[src/design/ecia_defines.svh]
`ifndef ECIA_DEFINES_SVH
`define ECIA_DEFINES_SVH

// ************************************************
// register byte addresses
// ************************************************
`define ECIA_ADDR_INDIRECT 12'h0f8
`define ECIA_ADDR_DATA 12'h0fc
`define ECIA_ADDR_ECAP 12'h100
`define ECIA_ADDR_BRIDGE 12'h200
`define ECIA_ADDR_INTCTL 12'h210

// ************************************************
// field positions
// ************************************************
`define ECIA_REGNUM_MSB 7
`define ECIA_REGNUM_LSB 2
`define ECIA_EXTNUM_MSB 11
`define ECIA_EXTNUM_LSB 8
`define ECIA_ACTION_MSB 2
`define ECIA_ACTION_LSB 0

// ************************************************
// reset and constant values
// ************************************************
`define ECIA_RST_WORD 32'h0000_0000
`define ECIA_ECAP_VALUE 32'h0000_0000
`define ECIA_RST_ACTION 3'h0

// ************************************************
// link-up action codes
// ************************************************
`define ECIA_ACT_MASKED 3'h0
`define ECIA_ACT_MSI 3'h1
`define ECIA_ACT_INTA 3'h2
`define ECIA_ACT_INTB 3'h3
`define ECIA_ACT_INTC 3'h4
`define ECIA_ACT_INTD 3'h5

`endif

[src/design/ecia_pkg.sv]
`default_nettype none
package ecia_pkg;
  typedef logic [31:0] ecia_word_t;
  typedef logic [11:0] ecia_addr_t;
  typedef logic [3:0] ecia_be_t;
  typedef logic [2:0] ecia_action_t;
  typedef logic [1:0] ecia_pin_t;
  typedef enum logic {ECIA_N_IDLE, ECIA_N_ASSERTED} ecia_ntf_state_t;

  typedef struct packed {
    logic [5:0] reg_num;
    logic [3:0] ext_reg_num;
    ecia_word_t bridge_cfg;
    ecia_action_t action;
    ecia_word_t rdata;
    logic ack;
  } ecia_top_state_t;

  typedef struct packed {
    ecia_ntf_state_t state;
    logic link_q;
    ecia_pin_t pin;
    logic msi;
    logic asrt;
    logic neg;
  } ecia_ntf_reg_t;
endpackage
`default_nettype wire

[src/design/ecia_ntf_if.sv]
`timescale 1ns/1ps
`default_nettype none
interface ecia_ntf_if;
  import ecia_pkg::*;
  ecia_action_t action;
  logic link_up;
  logic msi_en;
  logic intx_dis;
  logic msi_send;
  logic intx_assert;
  logic intx_negate;
  ecia_pin_t intx_pin;
  modport ctl (output action, output link_up, output msi_en, output intx_dis,
               input msi_send, input intx_assert, input intx_negate, input intx_pin);
  modport ntf (input action, input link_up, input msi_en, input intx_dis,
               output msi_send, output intx_assert, output intx_negate, output intx_pin);
endinterface
`default_nettype wire

[src/design/ecia_link_notify.sv]
`timescale 1ns/1ps
`default_nettype none
`include "ecia_defines.svh"
module ecia_link_notify (
  input wire logic sys_clk,
  input wire logic rst_n,
  ecia_ntf_if.ntf nif
);
  import ecia_pkg::*;

  // ************************************************
  // state
  // ************************************************
  ecia_ntf_reg_t st_r;
  ecia_ntf_reg_t st_nxt;
  logic rise;
  logic fall;

  assign rise = nif.link_up & ~st_r.link_q;
  assign fall = ~nif.link_up & st_r.link_q;

  always_comb begin
    st_nxt = st_r;
    st_nxt.msi = 1'b0;
    st_nxt.asrt = 1'b0;
    st_nxt.neg = 1'b0;
    st_nxt.link_q = nif.link_up;
    case (st_r.state)
      ECIA_N_IDLE: begin
        if (rise) begin
          if (nif.action == `ECIA_ACT_MSI) begin
            st_nxt.msi = nif.msi_en; // [RULE9] [RULE10] [RULE11]
          end else if (nif.action >= `ECIA_ACT_INTA && nif.action <= `ECIA_ACT_INTD && !nif.intx_dis) begin
            // code three maps to the second pin [RULE14]
            st_nxt.asrt = 1'b1; // [RULE10] [RULE12]
            st_nxt.pin = 2'(nif.action - `ECIA_ACT_INTA); // [RULE9]
            st_nxt.state = ECIA_N_ASSERTED;
          end
        end
      end
      ECIA_N_ASSERTED: begin
        // negation always follows an assertion so no pin is left stuck
        if (fall) begin
          st_nxt.neg = 1'b1; // [RULE10]
          st_nxt.state = ECIA_N_IDLE;
        end
      end
      default: st_nxt.state = ECIA_N_IDLE;
    endcase
  end

  always_ff @(posedge sys_clk or negedge rst_n) begin
    if (!rst_n) begin
      st_r <= '0;
    end else begin
      st_r <= st_nxt;
    end
  end

  assign nif.msi_send = st_r.msi;
  assign nif.intx_assert = st_r.asrt;
  assign nif.intx_negate = st_r.neg;
  assign nif.intx_pin = st_r.pin;

  // ************************************************
  // checks
  // ************************************************
  a_msi_gate: assert property (@(posedge sys_clk) disable iff (!rst_n) // [RULE11]
    nif.msi_send |-> $past(nif.msi_en) && $past(nif.action) == `ECIA_ACT_MSI
      && $past(nif.link_up) && !$past(nif.link_up, 2))
    else $error("msi sent without enable or msi code");
  a_intx_gate: assert property (@(posedge sys_clk) disable iff (!rst_n) // [RULE12]
    nif.intx_assert |-> !$past(nif.intx_dis))
    else $error("intx asserted while disabled");
  a_intx_pin_map: assert property (@(posedge sys_clk) disable iff (!rst_n) // [RULE14]
    nif.intx_assert |-> nif.intx_pin == 2'($past(nif.action) - `ECIA_ACT_INTA))
    else $error("intx pin does not match action code");
  a_negate_on_fall: assert property (@(posedge sys_clk) disable iff (!rst_n) // [RULE10]
    (st_r.state == ECIA_N_ASSERTED && $fell(nif.link_up)) |=> nif.intx_negate)
    else $error("no negation after link-up status cleared");
  a_masked_quiet: assert property (@(posedge sys_clk) disable iff (!rst_n) // [RULE9]
    (rise && nif.action == `ECIA_ACT_MASKED) |=> !nif.msi_send && !nif.intx_assert)
    else $error("masked action produced a message");
  c_msi_sent: cover property (@(posedge sys_clk) disable iff (!rst_n) nif.msi_send);
  c_intx_cycle: cover property (@(posedge sys_clk) disable iff (!rst_n)
    nif.intx_assert ##[1:50] nif.intx_negate);
endmodule
`default_nettype wire

[src/design/ecia_top.sv]
`timescale 1ns/1ps
`default_nettype none
`include "ecia_defines.svh"
// Function
// [RULE1] indirect index from register and extended numbers
// [RULE2] data reads return the selected register
// [RULE3] data writes update the selected register
// [RULE4] data access byte enables reach target
// [RULE5] self-selection reads zero, writes dropped
// [RULE6] host avoids far-side indirect registers
// [RULE7] extended capability header reads all zero
// [RULE8] reserved bridge register writable, resets zero
// [RULE9] link-up action code selects notification kind
// [RULE10] act on set; intx negate on clear
// [RULE11] msi only when msi enable set
// [RULE12] intx only when not interrupt-disabled
// [RULE13] software keeps action stable while status set
// [RULE14] action code three means second intx pin
module ecia_top (
  input wire logic sys_clk,
  input wire logic rst_n,
  input wire logic cfg_req,
  input wire logic cfg_we,
  input wire ecia_pkg::ecia_addr_t cfg_addr,
  input wire ecia_pkg::ecia_be_t cfg_be,
  input wire ecia_pkg::ecia_word_t cfg_wdata,
  output logic cfg_ack,
  output ecia_pkg::ecia_word_t cfg_rdata,
  input wire logic link_up_status,
  input wire logic msi_enable,
  input wire logic legacy_interrupt_disable,
  output logic msi_send,
  output logic intx_assert,
  output logic intx_negate,
  output ecia_pkg::ecia_pin_t intx_pin
);
  import ecia_pkg::*;

  // ************************************************
  // helpers
  // ************************************************
  function automatic ecia_word_t be_mask(input ecia_be_t be);
    ecia_word_t m;
    m = '0;
    for (int i = 0; i < 4; i++) begin
      m[i*8 +: 8] = {8{be[i]}};
    end
    return m;
  endfunction

  function automatic ecia_word_t merge_be(input ecia_word_t old_v, input ecia_word_t new_v, input ecia_be_t be);
    ecia_word_t m;
    m = be_mask(be);
    return (old_v & ~m) | (new_v & m); // [RULE4]
  endfunction

  // one decoder for direct and indirect reads
  function automatic ecia_word_t read_word(input ecia_addr_t a, input ecia_top_state_t s);
    ecia_word_t v;
    v = '0;
    case ({a[11:2], 2'b00})
      `ECIA_ADDR_INDIRECT: begin
        v[`ECIA_REGNUM_MSB:`ECIA_REGNUM_LSB] = s.reg_num;
        v[`ECIA_EXTNUM_MSB:`ECIA_EXTNUM_LSB] = s.ext_reg_num;
      end
      `ECIA_ADDR_ECAP: v = `ECIA_ECAP_VALUE; // [RULE7]
      `ECIA_ADDR_BRIDGE: v = s.bridge_cfg;
      `ECIA_ADDR_INTCTL: v[`ECIA_ACTION_MSB:`ECIA_ACTION_LSB] = s.action;
      default: v = '0;
    endcase
    return v;
  endfunction

  // ************************************************
  // register file
  // ************************************************
  ecia_top_state_t st_r;
  ecia_top_state_t st_nxt;
  ecia_addr_t sel_addr;
  ecia_addr_t tgt;
  logic is_ind;
  logic blocked;
  ecia_word_t w;

  assign sel_addr = {st_r.ext_reg_num, st_r.reg_num, 2'b00}; // [RULE1]
  assign is_ind = cfg_addr[11:2] == 10'(`ECIA_ADDR_DATA >> 2);
  assign tgt = is_ind ? sel_addr : {cfg_addr[11:2], 2'b00}; // [RULE2] [RULE3]
  assign blocked = is_ind && sel_addr == `ECIA_ADDR_DATA; // [RULE5]

  always_comb begin
    st_nxt = st_r;
    st_nxt.ack = 1'b0;
    w = '0;
    if (cfg_req) begin
      st_nxt.ack = 1'b1;
      st_nxt.rdata = '0;
      if (cfg_we) begin
        if (!blocked) begin // [RULE5]
          case (tgt)
            `ECIA_ADDR_INDIRECT: begin
              w = merge_be(read_word(tgt, st_r), cfg_wdata, cfg_be);
              st_nxt.reg_num = w[`ECIA_REGNUM_MSB:`ECIA_REGNUM_LSB]; // [RULE1]
              st_nxt.ext_reg_num = w[`ECIA_EXTNUM_MSB:`ECIA_EXTNUM_LSB]; // [RULE1]
            end
            `ECIA_ADDR_BRIDGE: st_nxt.bridge_cfg = merge_be(st_r.bridge_cfg, cfg_wdata, cfg_be); // [RULE8] [RULE3]
            `ECIA_ADDR_INTCTL: begin
              // changing it while status is set is the host's hazard
              w = merge_be(read_word(tgt, st_r), cfg_wdata, cfg_be);
              st_nxt.action = w[`ECIA_ACTION_MSB:`ECIA_ACTION_LSB]; // [RULE9]
            end
            default: st_nxt.action = st_r.action;
          endcase
        end
      end else if (!blocked) begin
        st_nxt.rdata = read_word(tgt, st_r) & be_mask(cfg_be); // [RULE2] [RULE4]
      end
    end
  end

  always_ff @(posedge sys_clk or negedge rst_n) begin
    if (!rst_n) begin
      st_r <= '0;
    end else begin
      st_r <= st_nxt;
    end
  end

  assign cfg_ack = st_r.ack;
  assign cfg_rdata = st_r.rdata;

  // ************************************************
  // link-up notification
  // ************************************************
  ecia_ntf_if nif ();

  assign nif.action = st_r.action;
  assign nif.link_up = link_up_status;
  assign nif.msi_en = msi_enable;
  assign nif.intx_dis = legacy_interrupt_disable;
  assign msi_send = nif.msi_send;
  assign intx_assert = nif.intx_assert;
  assign intx_negate = nif.intx_negate;
  assign intx_pin = nif.intx_pin;

  ecia_link_notify u_notify (
    .sys_clk (sys_clk),
    .rst_n (rst_n),
    .nif (nif)
  );

  // ************************************************
  // checks
  // ************************************************
  a_addr_fields: assert property (@(posedge sys_clk) disable iff (!rst_n) // [RULE1]
    (cfg_req && cfg_we && cfg_addr == `ECIA_ADDR_INDIRECT && cfg_be == 4'hf)
    |=> sel_addr == {$past(cfg_wdata[11:2]), 2'b00})
    else $error("indirect address fields not loaded");
  a_addr_reserved: assert property (@(posedge sys_clk) disable iff (!rst_n) // [RULE1]
    (cfg_req && !cfg_we && cfg_addr == `ECIA_ADDR_INDIRECT)
    |=> cfg_rdata[31:12] == 20'h0 && cfg_rdata[1:0] == 2'h0)
    else $error("reserved address register bits not zero");
  a_ack_pulse: assert property (@(posedge sys_clk) disable iff (!rst_n) // [RULE2]
    cfg_req
    |=> cfg_ack)
    else $error("access not answered in one cycle");
  a_ack_source: assert property (@(posedge sys_clk) disable iff (!rst_n) // [RULE2]
    cfg_ack
    |-> $past(cfg_req))
    else $error("answer without a request");
  a_ind_read: assert property (@(posedge sys_clk) disable iff (!rst_n) // [RULE2]
    (cfg_req && !cfg_we && is_ind && sel_addr == `ECIA_ADDR_BRIDGE && cfg_be == 4'hf)
    |=> cfg_ack && cfg_rdata == $past(st_r.bridge_cfg))
    else $error("indirect read returned wrong value");
  a_ind_write: assert property (@(posedge sys_clk) disable iff (!rst_n) // [RULE3]
    (cfg_req && cfg_we && is_ind && sel_addr == `ECIA_ADDR_BRIDGE && cfg_be == 4'hf)
    |=> st_r.bridge_cfg == $past(cfg_wdata))
    else $error("indirect write did not update target");
  a_ind_addr_write: assert property (@(posedge sys_clk) disable iff (!rst_n) // [RULE3]
    (cfg_req && cfg_we && is_ind && sel_addr == `ECIA_ADDR_INDIRECT && cfg_be == 4'hf)
    |=> sel_addr == {$past(cfg_wdata[11:2]), 2'b00})
    else $error("indirect write to address register lost");
  a_write_rdata: assert property (@(posedge sys_clk) disable iff (!rst_n) // [RULE3]
    (cfg_req && cfg_we)
    |=> cfg_rdata == 32'h0)
    else $error("read data not zero after a write");
  a_byte_lane: assert property (@(posedge sys_clk) disable iff (!rst_n) // [RULE4]
    (cfg_req && cfg_we && is_ind && sel_addr == `ECIA_ADDR_BRIDGE && !cfg_be[0])
    |=> $stable(st_r.bridge_cfg[7:0]))
    else $error("disabled byte lane was written");
  a_ind_lane_high: assert property (@(posedge sys_clk) disable iff (!rst_n) // [RULE4]
    (cfg_req && cfg_we && is_ind && sel_addr == `ECIA_ADDR_BRIDGE && !cfg_be[3])
    |=> $stable(st_r.bridge_cfg[31:24]))
    else $error("disabled top byte lane was written");
  a_read_lane_mask: assert property (@(posedge sys_clk) disable iff (!rst_n) // [RULE4]
    (cfg_req && !cfg_we && !cfg_be[3])
    |=> cfg_rdata[31:24] == 8'h0)
    else $error("disabled read lane not zero");
  a_self_zero: assert property (@(posedge sys_clk) disable iff (!rst_n) // [RULE5]
    (cfg_req && blocked)
    |=> cfg_rdata == '0 && $stable(st_r.reg_num) && $stable(st_r.ext_reg_num))
    else $error("self-selected data access had an effect");
  a_self_drop: assert property (@(posedge sys_clk) disable iff (!rst_n) // [RULE5]
    (cfg_req && cfg_we && blocked)
    |=> $stable(st_r.bridge_cfg) && $stable(st_r.action))
    else $error("self-selected data write reached a register");
  a_ecap_zero: assert property (@(posedge sys_clk) disable iff (!rst_n) // [RULE7]
    (cfg_req && !cfg_we && tgt == `ECIA_ADDR_ECAP && !blocked)
    |=> cfg_rdata == `ECIA_ECAP_VALUE)
    else $error("extended capability header not zero");
  a_bridge_direct: assert property (@(posedge sys_clk) disable iff (!rst_n) // [RULE8]
    (cfg_req && cfg_we && cfg_addr == `ECIA_ADDR_BRIDGE && cfg_be == 4'hf)
    |=> st_r.bridge_cfg == $past(cfg_wdata))
    else $error("bridge configuration not writable");
  a_bridge_hold: assert property (@(posedge sys_clk) disable iff (!rst_n) // [RULE8]
    !(cfg_req && cfg_we)
    |=> $stable(st_r.bridge_cfg))
    else $error("bridge configuration changed without a write");
  a_action_write: assert property (@(posedge sys_clk) disable iff (!rst_n) // [RULE9]
    (cfg_req && cfg_we && cfg_addr == `ECIA_ADDR_INTCTL && cfg_be[0])
    |=> st_r.action == $past(cfg_wdata[2:0]))
    else $error("action field not written");
  a_action_read: assert property (@(posedge sys_clk) disable iff (!rst_n) // [RULE9]
    (cfg_req && !cfg_we && cfg_addr == `ECIA_ADDR_INTCTL && cfg_be == 4'hf)
    |=> cfg_rdata == {29'h0, $past(st_r.action)})
    else $error("action field read back wrong");
  c_ind_write: cover property (@(posedge sys_clk) disable iff (!rst_n) cfg_req && cfg_we && is_ind && !blocked);
  c_self_sel: cover property (@(posedge sys_clk) disable iff (!rst_n) cfg_req && blocked);
  c_ind_read: cover property (@(posedge sys_clk) disable iff (!rst_n) cfg_req && !cfg_we && is_ind);
endmodule
`default_nettype wire

[config.mk]
export PLATFORM = sky130hd
export DESIGN_NAME = ecia_top
export DESIGN_NICKNAME = d
export VERILOG_FILES = /design/src/design/ecia_pkg.sv /design/src/design/ecia_ntf_if.sv /design/src/design/ecia_link_notify.sv /design/src/design/ecia_top.sv
export VERILOG_INCLUDE_DIRS = /design/src /design/src/design
export SDC_FILE = /design/constraint.sdc
export NUM_CORES = 1
export LEC_CHECK = 0
export BUFFER_PORTS_ARGS = -buffer_cell sky130_fd_sc_hd__buf_2
export CORE_MARGIN = 3
export CORE_UTILIZATION = 49
export CTS_BUF_LIST = sky130_fd_sc_hd__clkbuf_8 sky130_fd_sc_hd__clkbuf_16
export DETAILED_ROUTE_END_ITERATION = 10
export PLACE_DENSITY_LB_ADDON = 0.2
export SLEW_MARGIN = 20
export SYNTH_ARGS = -nofsm -noshare
export SYNTH_HDL_FRONTEND = slang
export SYNTH_SLANG_ARGS = --single-unit
[constraint.sdc]
create_clock -name sys_clk -period 2.2 [get_ports sys_clk]
set_input_delay 0.33 -clock sys_clk [delete_from_list [all_inputs] [get_ports sys_clk]]
set_output_delay 0.33 -clock sys_clk [all_outputs]
set_load 0.005 [all_outputs]
==> results.tsv <==
stage	metric	value	unit
cells_and_area	area_growth	20.7	%
power_and_ir_drop	power	2.93	mW
yosys	synth_cell_types	52	
cells_and_area	layout_common_cells	89 x buf_2, 85 x dfrtp_1, 32 x mux2_4, 27 x buf_4, 20 x a22o_1	
routing	vias_per_cell	5.40	
grt	grt_pass1_vias	2799	
yosys	ys.warnings.count	0	
worst_setup_path	cp_slowest_cell	dfrtp_1	
worst_setup_path	crit_path_max_incr_delay	430	ps
cells_and_area	fin_nets	444	
clock_network	clkLatencyLatePin	360	ps
yosys	syn_avg_cell_area	13.5	um2
clock_network	htreeDepth	3	
place	dp_hpwl	6360	um
timing	slew_headroom	62.5	%
die	rows	32	
timing	rsz0062_at_grt	yes	
routing	drt_iter0_drc	71	
worst_setup_path	required	2440	ps
routing	post_drt_wl_per_cell	17.6	um
job	drv_cap	0	
timing	setup_tns	0	ps
yosys	synthFlopType	dfrtp_1	
grt	antenna_found_initial	0	
cells_and_area	finalInstanceArea	4870	um2
run_status	status	finished clean	
power_and_ir_drop	p_per_area	600	nW/um2
timing	fmax	0.463	GHz
clock_network	cts_tree	yes	
clock_network	clkTransAtPathRegs	90	ps
grt	grt_max_degree	54	
worst_setup_path	worst-setup-path-type	flop to flop	
die	die_area	9360	um2
worst_setup_path	critPathLaunchType	flop	
cells_and_area	drive_above_1_share	50.3	%
yosys	ys_ff_latch	85	
timing	worst_slack	40.4	ps
cells_and_area	final_cell_count_no_fill	496	
place	dp_cells	479	
clock_network	cts_buffer_depth	2	
timing	tightest_slew	557	ps
hold_path	hp-class	input port to flop	
place	dpl_cell_area	4590	um2
worst_setup_path	path_cells	nor4b_2 > nand3_1 > a211o_1 > nor4b_4 > buf_12 > nand2_4 > mux2_4	
yosys	netlist_instances	298	
timing	post-route-period-util	98.2	%
place	pre_cts_slack	-204	ps
die	die_h	96.8	um
die	start_util	51.4	%
yosys	syn_nets	353	
place	portBuffers	90	
routing	ant_nets	0	
worst_setup_path	cp.arrival	2400	ps
worst_setup_path	worstPathMaxFanout	8	
routing	routed_wl	8740	um
cells_and_area	n_antenna_cell	0	
grt	grt_remaining_overflow	0	
die	top_level_ports	93	
timing	clock_skew	18.6	ps
clock_network	ctsRootBufferMaster	clkbuf_8	
timing	final-setup-viol-count	0	
worst_setup_path	critPathBufInv	1	
clock_network	cts_buffers	9	
grt	grt_usage	19.6	%
yosys	synth_edf_count	0	
power_and_ir_drop	cellLeakagePower	2.66	nW
worst_setup_path	path_delay_family	simple AND/OR/NAND/NOR gates	
die	die_w	96.8	um
yosys	ys_seq_area_share	52.7	%
die	coreArea	7850	um2
timing	finalHoldViolCount	0	
yosys	syn_area	4040	um2
routing	num_vias	2676	
clock_network	cts_sinks	85	
clock_network	postCtsSetupRepairBufs	0	
timing	finalMaxSlewViolations	0	
routing	dr.pass1.iters	4	
power_and_ir_drop	ir_worst_vdd	407	uV
routing	drc	0	
worst_setup_path	end_kind	flop	
grt	grt_pass1_wl	14600	um
cells_and_area	layout_commonest_cell	buf_2	
yosys	async_flop_share	100	%
place	gp_congestion	0.843	
timing	finalCriticalPeriod	2160	ps
[metrics by stage]
step           hold WS [ps]  util [%]
4_1_cts                85.6      61.4
3_5_place_dp            305      58.5
2_1_floorplan          34.4         -
6_report                105      62.1
3_3_place_gp            298      58.5
5_1_grt                86.0      62.1
[layer usage]
metal  wire length, um  global-route usage, %  up-vias
met1              4080                   27.2     1330
met3               371                   4.25       14
met2              4100                   30.1       69
met4               189                   7.56        0
li1                  -                      -     1263
met5                 0                      0        -
[report_power, final]
part / internal, mW / total [mW] / leakage (nW) / switching, mW
Clock: 0.543 / 1.15 / 0.103 / 0.603
Sequential: 1.57 / 1.58 / 1.17 / 0.00592
Combinational: 0.0892 / 0.202 / 1.39 / 0.113
[cells in the mapped netlist (2+ instances only)]
cell | instances | area share (%)
o21ai_0 | 2 | 0.25
nand2_4 | 4 | 1.1
nor4b_1 | 2 | 0.43
and3_1 | 4 | 0.62
o2bb2ai_1 | 2 | 0.43
clkbuf_1 | 8 | 0.74
nor2_1 | 4 | 0.37
o22a_1 | 3 | 0.65
dfrtp_1 | 85 | 53
mux2i_1 | 4 | 0.99
buf_4 | 34 | 6.3
nor2b_1 | 8 | 1.2
a221o_1 | 4 | 0.99
nand4_1 | 2 | 0.31
nand3_1 | 6 | 0.74
inv_1 | 6 | 0.56
a22o_1 | 20 | 4.3
mux2_4 | 32 | 12
or4_1 | 2 | 0.37
nor4_1 | 4 | 0.62
nand2b_1 | 4 | 0.62
a21o_1 | 2 | 0.37
o211ai_1 | 2 | 0.37
nand2_1 | 8 | 0.74
nor3_1 | 2 | 0.25
and4b_1 | 4 | 0.99
nor3b_1 | 2 | 0.37
mux2_1 | 2 | 0.56
mux2_2 | 9 | 2.5
a211o_1 | 5 | 1.1
[cells by family (layout without fill, tap and decap cells)]
kind of cell | count (synthesis) | after routing | share of synthesized area (%)
xor gates and xnor gates | 1 | 1 | 0.217
and+or+nand+nor | 68 | 68 | 12.3
DFF | 85 | 85 | 52.7
buffers and inverters | 48 | 144 | 7.63
muxes | 47 | 47 | 16.0
AOI/OAI and AO/OA | 49 | 49 | 11.2
[worst register-to-register path: stages, from the launching register on]
cell and delay (ps):
dfrtp_1 430, nor4b_2 260, nand3_1 120, a211o_1 330, nor4b_4 280, buf_12 180, nand2_4 120, mux2_4 330
[area by class of cell]
class | count | area (um2)
Tap cell | 102 | 128
Inverter | 6 | 22.5
Timing Repair Buffer | 122 | 732
Clock buffer | 9 | 124
Sequential cell | 85 | 2130
Multi-Input combinational cell | 165 | 1660
Fill cell | 638 | 2970
Clock inverter | 7 | 80.1
[worst paths after layout]
path	start	end	slack, ps	cells after the start
max	sel_addr[8]	flop	40	7
min	link_up_status	u_notify.st_r[5]	110	1
max in group asynchronous	rst_n	asynchronous set/reset pin	1110	3
min in group asynchronous	rst_n	u_notify.nif.intx_negate	460	2
max reg2reg	sel_addr[8]	flop	40	7
min reg2reg	cfg_rdata[1]	cfg_rdata[1]	480	1
[timing repair]
| item | 4_1_cts | 5_1_grt |
|---|---|---|
| pin swaps | 2 | 3 |
| endpoints found under the setup margin | 36 | 65 |
| gates resized for setup | 4 | 11 |
| hold endpoints to repair | 32 | 0 |
| hold buffers | 1 | 0 |
No activity file was read; power rests on OpenSTA's default activity.
